$ cat src/hdl/eipc_pkg.sv
// Package for the external interrupt pin controller.
// Assumes a single 8-bit status/control register on a plain strobe port.
package eipc_pkg;

    // Register map
    localparam logic [1:0] EIPC_ADDR_STATUS_CONTROL = 2'h0;

    // Field positions of the status/control register
    localparam int EIPC_BIT_PULL_DISABLE     = 6;
    localparam int EIPC_BIT_POLARITY_SELECT  = 5;
    localparam int EIPC_BIT_PIN_ENABLE       = 4;
    localparam int EIPC_BIT_EVENT_FLAG       = 3;
    localparam int EIPC_BIT_EVENT_ACK        = 2;
    localparam int EIPC_BIT_INTERRUPT_ENABLE = 1;
    localparam int EIPC_BIT_DETECTION_MODE   = 0;

    // Reset values
    localparam logic [7:0] EIPC_RESET_VALUE = 8'h00;
    localparam logic       EIPC_PIN_RESET   = 1'b1;

    // Control fields carried as one bundle
    typedef struct packed {
        logic pull_disable;
        logic polarity_select;
        logic pin_function_enable;
        logic interrupt_enable;
        logic detection_mode;
    } eipc_ctrl_t;

    // Pull device request to the pad
    typedef struct packed {
        logic pull_up_en;
        logic pull_down_en;
    } eipc_pull_t;

endpackage

$ cat src/hdl/eipc_top.sv
// External interrupt pin controller: pin sync, edge/level detect, flag, pull control.
// Assumes the pin input is synchronous-safe after two flops and a 100 MHz clk.
//
// Design decisions made here: the register addresses and strobed register access.
`timescale 1ns/10ps
`default_nettype none

// Functional notes
// With the pin enabled, pull_disable set turns off the internal pull device.
// polarity_select zero picks falling/low detection, one picks rising/high detection.
// With the pin enabled the pull is a pull-down for rising and a pull-up for falling.
// pin_function_enable makes the pin an interrupt input, otherwise the function is off.
// event_flag is read-only and is set by each qualifying edge or level event.
// Writing one to event_acknowledge clears event_flag, subject to level mode.
// Writing zero to event_acknowledge does nothing and the bit always reads zero.
// In edge-and-level mode the flag stays set while the pin holds its asserted level.
// With interrupt_enable set the interrupt request follows event_flag.
// detection_mode zero detects edges only, one also detects asserted levels.
// A disabled pin never sets the flag, and bit 7 reads zero and ignores writes.
// The pin is synchronised and edges found by comparing successive samples.
module eipc_top (
    input  wire logic              clk,
    input  wire logic              reset,
    input  wire logic              clk_en,
    input  wire logic [1:0]        reg_addr,
    input  wire logic [7:0]        reg_wdata,
    input  wire logic              reg_write,
    input  wire logic              reg_read,
    output logic [7:0]             reg_rdata,
    input  wire logic              irq_pin,
    output eipc_pkg::eipc_pull_t   pull_ctrl,
    output logic                   irq_request
);

    ////////////////////////////////////////////////////////////////////////////
    // Registers

    eipc_pkg::eipc_ctrl_t ctrl_q;
    eipc_pkg::eipc_ctrl_t ctrl_d;
    logic                 flag_q;
    logic                 flag_d;
    logic                 sync1_q;
    logic                 sync2_q;
    logic                 prev_q;
    logic [7:0]           rdata_q;
    logic [7:0]           rdata_d;

    ////////////////////////////////////////////////////////////////////////////
    // Register decode

    // Address hits and strobes
    wire hit       = (reg_addr == eipc_pkg::EIPC_ADDR_STATUS_CONTROL);
    wire wr_hit    = reg_write & hit;
    wire rd_hit    = reg_read & hit;
    wire ack_write = wr_hit & reg_wdata[eipc_pkg::EIPC_BIT_EVENT_ACK];

    // Next control value; bit 7 and the flag/ack bits are not stored
    always_comb begin
        ctrl_d = ctrl_q;
        if (wr_hit) begin
            ctrl_d.pull_disable        = reg_wdata[eipc_pkg::EIPC_BIT_PULL_DISABLE];
            ctrl_d.polarity_select     = reg_wdata[eipc_pkg::EIPC_BIT_POLARITY_SELECT];
            ctrl_d.pin_function_enable = reg_wdata[eipc_pkg::EIPC_BIT_PIN_ENABLE];
            ctrl_d.interrupt_enable    = reg_wdata[eipc_pkg::EIPC_BIT_INTERRUPT_ENABLE];
            ctrl_d.detection_mode      = reg_wdata[eipc_pkg::EIPC_BIT_DETECTION_MODE];
        end
    end

    ////////////////////////////////////////////////////////////////////////////
    // Pin sampling and detection

    // Sample seen as asserted level for the chosen polarity
    function automatic logic asserted_level(input logic sample, input logic rising);
        return rising ? sample : ~sample;
    endfunction

    // Pin level normalised so that one means asserted
    wire pin_now   = asserted_level(sync2_q, ctrl_q.polarity_select);
    wire pin_prev  = asserted_level(prev_q, ctrl_q.polarity_select);
    wire edge_seen = pin_now & ~pin_prev;
    wire level_on  = ctrl_q.detection_mode & pin_now;
    wire event_hit = ctrl_q.pin_function_enable & (edge_seen | level_on);

    // Set wins over acknowledge, so a held level keeps the flag
    assign flag_d = event_hit | (flag_q & ~ack_write);

    ////////////////////////////////////////////////////////////////////////////
    // Read data

    // Unmapped addresses read zero; bit 7 and ack read zero
    always_comb begin
        rdata_d = 8'h00;
        if (rd_hit) begin
            rdata_d[eipc_pkg::EIPC_BIT_PULL_DISABLE]     = ctrl_q.pull_disable;
            rdata_d[eipc_pkg::EIPC_BIT_POLARITY_SELECT]  = ctrl_q.polarity_select;
            rdata_d[eipc_pkg::EIPC_BIT_PIN_ENABLE]       = ctrl_q.pin_function_enable;
            rdata_d[eipc_pkg::EIPC_BIT_EVENT_FLAG]       = flag_q;
            rdata_d[eipc_pkg::EIPC_BIT_INTERRUPT_ENABLE] = ctrl_q.interrupt_enable;
            rdata_d[eipc_pkg::EIPC_BIT_DETECTION_MODE]   = ctrl_q.detection_mode;
        end
    end

    ////////////////////////////////////////////////////////////////////////////
    // State

    // Control, flag and read data
    always_ff @(posedge clk or posedge reset) begin
        if (reset) begin
            ctrl_q  <= eipc_pkg::eipc_ctrl_t'(5'h00);
            flag_q  <= 1'b0;
            rdata_q <= eipc_pkg::EIPC_RESET_VALUE;
        end else if (clk_en) begin
            ctrl_q  <= ctrl_d;
            flag_q  <= flag_d;
            rdata_q <= rdata_d;
        end
    end

    // Two-flop synchroniser plus previous sample
    always_ff @(posedge clk or posedge reset) begin
        if (reset) begin
            sync1_q <= eipc_pkg::EIPC_PIN_RESET;
            sync2_q <= eipc_pkg::EIPC_PIN_RESET;
            prev_q  <= eipc_pkg::EIPC_PIN_RESET;
        end else if (clk_en) begin
            sync1_q <= irq_pin;
            sync2_q <= sync1_q;
            prev_q  <= sync2_q;
        end
    end

    ////////////////////////////////////////////////////////////////////////////
    // Outputs

    // Pull follows polarity while enabled and not disabled
    wire pull_on = ctrl_q.pin_function_enable & ~ctrl_q.pull_disable;
    assign pull_ctrl.pull_up_en   = pull_on & ~ctrl_q.polarity_select;
    assign pull_ctrl.pull_down_en = pull_on & ctrl_q.polarity_select;
    assign irq_request = flag_q & ctrl_q.interrupt_enable;
    assign reg_rdata   = rdata_q;

    // Enabled cycles since reset, saturating, gates history checks
    logic [1:0] settle_q;

    always_ff @(posedge clk or posedge reset) begin
        if (reset) begin
            settle_q <= 2'h0;
        end else if (clk_en && (settle_q != 2'h3)) begin
            settle_q <= settle_q + 2'h1;
        end
    end
endmodule

`default_nettype wire

$ cat config.mk
export PLATFORM = sky130hd
export DESIGN_NAME = eipc_top
export DESIGN_NICKNAME = d
export VERILOG_FILES = /design/src/hdl/eipc_pkg.sv /design/src/hdl/eipc_top.sv
export SDC_FILE = /design/constraint.sdc
export NUM_CORES = 1
export LEC_CHECK = 0
export ABC_AREA = 0
export BUFFER_PORTS_ARGS = -buffer_cell sky130_fd_sc_hd__buf_2
export CORE_AREA = 2 2 44 46
export DETAILED_ROUTE_END_ITERATION = 16
export DIE_AREA = 0 0 46 48
export GPL_ROUTABILITY_DRIVEN = 0
export GPL_TIMING_DRIVEN = 0
export PLACE_DENSITY = 0.7
export SYNTH_ARGS = -nofsm -noshare
export SYNTH_HDL_FRONTEND = slang
export SYNTH_SLANG_ARGS = --single-unit
export TNS_END_PERCENT = 1
$ cat constraint.sdc
create_clock -name clk -period 1 [get_ports clk]
set_input_delay 0.1 -clock clk [delete_from_list [all_inputs] [get_ports clk]]
set_output_delay 0.1 -clock clk [all_outputs]
set_load 0.02 [all_outputs]
## After elaboration in Yosys (flattened, before gate mapping)

Cells that the tools add are included.

| storage, ports and cells | value |
|---|---|
| output and inout port bits | 11 |
| bits in registers | 15 |
| input bits | 16 |
| word-level logic and storage cells | 35 |

| operators by class | value |
|---|---|
| bitwise operators | 19 |
| multiplexer cells | 4 |
| reductions and logical operators | 2 |

Operators by type and width:

| cell | count |
|---|---|
| bitwise AND 1 bit | 11 |
| NOT 1 bit | 6 |
| 2-to-1 mux 4 bit | 1 |
| logical NOT 2 bit | 1 |
| 2-to-1 mux 1 bit | 2 |
| 2-to-1 mux 2 bit | 1 |
| bitwise OR 1 bit | 2 |
| AND reduction 2 bit | 1 |

## Longest topological paths before layout

| depth | value |
|---|---|
| depth after elaboration | 7 |
| mapped depth | 4 |
| mapped depth without buffers | 3 |

## Worst setup path after synthesis

OpenSTA, ideal clock, no wires.

| timing | value |
|---|---|
| kind | register to register |
| start | register prev_q |
| end | register flag_q |
| clock period less this slack | 1.071 ns |
| data required time | 0.878 ns |
| library setup time | 0.122 ns |
| buffers on the path | 0 |
| arrival | 0.949 ns |
| path slack | -0.071 ns |
| cell stages (with the launch flop) | 4 |
| cell sequence | dfstp_2 > nor2b_1 > o22ai_1 > a32o_1 |

| between the ends | value |
|---|---|
| word-level cells in the longest chain between the ends | 7 |

RTL lines:

| what | RTL line | RTL |
|---|---|---|
| from (decl) | eipc_top.sv:44 | `logic prev_q;` |
| from (signal assigned) | eipc_top.sv:124 | `prev_q <= eipc_pkg::EIPC_PIN_RESET;` |
| from (signal assigned) | eipc_top.sv:128 | `prev_q <= sync2_q;` |
| NOT 1 bit | eipc_top.sv:74 | `return rising ? sample : ~sample;` |
| 2-to-1 mux 1 bit * | eipc_top.sv:74 |  |
| NOT 1 bit * | eipc_top.sv:80 | `wire edge_seen = pin_now & ~pin_prev;` |
| bitwise AND 1 bit * | eipc_top.sv:80 |  |
| bitwise OR 1 bit * | eipc_top.sv:82 | `wire event_hit = ctrl_q.pin_function_enable & (edge_seen \| level_on);` |
| bitwise AND 1 bit * | eipc_top.sv:82 |  |
| bitwise OR 1 bit * | eipc_top.sv:85 | `assign flag_d = event_hit \| (flag_q & ~ack_write);` |
| to (signal assigned) | eipc_top.sv:114 | `flag_q <= flag_d;` |
| to (decl) | eipc_top.sv:40 | `logic flag_q;` |

Every way passes the cells marked *; elsewhere a longest branch is shown, timed or not.
A chain may end at the register's enable or synchronous reset.

==> run metrics <==
Synth Cell Area 687 µm²; max-slew headroom at the worst pin 63.7%; die height 48 µm; library cells used by synthesis 20; simple-gate share of the synthesized area 12.2%; die area 2210 µm²; flop2flop setup slack -0.07 ns; Synth-to-Final Area Change 29.9%; FF+latch area 380 µm²; Core ar. 1690 µm²; Worst Path Max Fanout 3; max-slew violation count 0; Final nets 106; Num CTS Buffers 3; Post-DRT Antenna Nets 0; Post-Synth XOR/XNOR Area 0%; worst path required time 0.90 ns; PD cells 1720 nW/µm²; Clock Skews 0.00192 ns; Root Buffer clkbuf_4; Setup crit end kind output port; # Max-Cap Violations 0; Ports 27; final setup vio count 4; Non-Filler Instances 106; Total GRT Usage 14.3%; hpwl dp 948 µm; clk sinks 15; largest family of logic cells by synthesized area multiplexers; Synthesis Warnings 0; grt total ovfl 0; CTS H-tree depth 1; length in cells of the worst reg-to-reg path 3; total power 0.00154 W; DRC 0; port bufs 22; vias in the first global route 478; dominant cell type by area after synthesis dfrtp_1; WL per Instance 12.0 µm; Initial Utilization 40.7%; minimum clock period 1.16 ns; die width 46 µm; WHS Path Cells 2; initial antenna violation count 0; vias 497; P_leak 0.449 nW; largest net degree at the start of global routing 16; First-pass DRT Iterations 2; Fillers 162; adder-cell share of the synthesized area 0%; Multi-input gate area 259 µm²; min-delay worst type input pin to flip-flop; post-synthesis register bit count 15; dpl cells 98; top cell type's share of synthesized area 43.7%; critical path arrival 1.06 ns; worst skew pair latency 0.28 ns; mux cell area share after synthesis 15.8%; RSZ-0062 raised after global routing true; VDD IR max 0.000766 V; clk buf depth 2; layout cells sized above 1 51.7%; failing checks negative setup slack; final instance area 892 µm²; Post-Synthesis Cells 58; worst hold endpoint ctrl_q[2]; fin crit share 116%; hold path start reg_wdata[4]; Mapped Avg Cell Area 11.8 µm²; startpoint types flip-flop; final wirelength 1.27 mm; worst-margin pin slew 0.544 ns; critical path type flip-flop to output port; synth top area cells dfrtp_1 44%, dfstp_2 11%, mux2_4 11%, mux2_2 4.9%, o21ai_0 4.4%; RR Endpoint flag_q; status finished, violations left; Area after DPL 827 µm²; Initial DRC Count 6; maximum clock frequency 860 MHz; RR Startpoint prev_q; first-pass GRT wire length 2.07 mm; CTS tree done; Final Hold Viols 0; Compound-Gate Fraction of Synth Area 7.83%; sequential-to-total area share from yosys stat 55.2%; CTS clk-pin slew, worst paths 0.09 ns; Final WS setup -0.163 ns; ant diodes 0; vias per inst 4.69; Site Rows 15
## cell usage after synthesis
master / count
nor2b_1: 1
o22ai_1: 1
dfstp_2: 3
a32o_1: 1
mux2_4: 5
buf_2: 1
buf_4: 2
o21bai_1: 1
nor3b_1: 1
dfrtp_1: 12
and4bb_1: 1
buf_6: 1
nand2_1: 8
and2_1: 1
and4bb_2: 1
o21ai_0: 6
inv_1: 7
conb_1: 1
and3b_1: 1
mux2_2: 3
## routing by layer
layer	GRT usage, %	wire length, µm	vias to the layer above
met3	3.77	58	2
met4	10.3	21	0
li1	-	-	251
met1	16.3	603	227
met5	0	0	-
met2	23.1	589	17
## how the worst max path moves through the flow
| stage | slack (ns) | to | startpoint | cells past startpoint |
|---|---|---|---|---|
| 4_1_cts | -0.15 | pull_ctrl[0] | ctrl_q[4] | 2 |
| 2_1_floorplan | -0.02 | flag_q | prev_q | 3 |
| 3_5_place_dp | -0.07 | flag_q | prev_q | 3 |
| 6_report | -0.16 | pull_ctrl[0] | ctrl_q[4] | 2 |
| 3_3_place_gp | -0.04 | flag_q | prev_q | 3 |
| 5_1_grt | -0.20 | pull_ctrl[0] | ctrl_q[4] | 2 |
## registers in the layout, summed over array words and instances (netlist names)
signal and cells:
reg_rdata 6, prev_q 1, sync1_q 1, ctrl_q 5
flag_q 1, sync2_q 1
## placed cells by master, fill, tap and decap left out, drive strengths merged
| cell type | instances |
|---|---|
| nor2b | 1 |
| dfstp | 3 |
| dfrtp | 12 |
| clkbuf | 4 |
| dlygate4sd3 | 1 |
| o21ai | 6 |
| mux2 | 8 |
| a32o | 1 |
| buf | 29 |
| o21bai | 1 |
| inv | 7 |
| nor3b | 1 |
| and2 | 1 |
| nand2 | 8 |
| conb | 2 |
| o22ai | 1 |
| and3b | 1 |
| and4bb | 2 |
## what timing repair did
item,CTS,global route
hold buffers,1,0
endpoints found under the hold margin,12,0
endpoints found under the setup margin,4,4
setup buffers,3,0
gates resized for setup,3,0
pin swaps,0,1
## through the flow
step / setup TNS [ns] / hold slack, ns / util [%] / setup slack (ns)
after floorplan: -0.0246 / -0.000668 / - / -0.0246
after global placement: -0.162 / 0.168 / 49.0 / -0.0411
after detailed placement: -0.239 / 0.179 / 49.0 / -0.0679
after CTS: -0.486 / 0.0319 / 52.8 / -0.152
after global routing: -0.660 / 0.0324 / 52.8 / -0.200
final: -0.451 / 0.0419 / 52.8 / -0.163
## critical path: stages (launching register included)
cell     delay (ns)
dfrtp_1        0.41
and3b_1        0.23
buf_4          0.14
## logic make-up (layout without fill, tap and decap cells)
logic type             after synthesis  count (layout)
multiplexers                         8               8
other                                1               2
buffers and inverters               11              41
AO/OA/AOI/OAI                        9               9
AND/OR/NAND/NOR                     14              14
flip-flops                          15              15
## cell type report
cell class	instances	share of cell area (%)
Sequential cell	15	42.6
Multi-Input combinational cell	33	29.0
Timing Repair Buffer	26	16.5
Buffer	4	3.51
Clock buffer	4	2.95
Inverter	7	2.95
Tap cell	17	2.38
## report_power, final
| group | switching [W] | internal (W) | leakage [nW] |
|---|---|---|---|
| Sequential | 0.0000699 | 0.000719 | 0.184 |
| Clock | 0.000188 | 0.000155 | 0.0150 |
| Combinational | 0.000175 | 0.000230 | 0.250 |
Note: power is estimated with default switching activity, not from simulation.
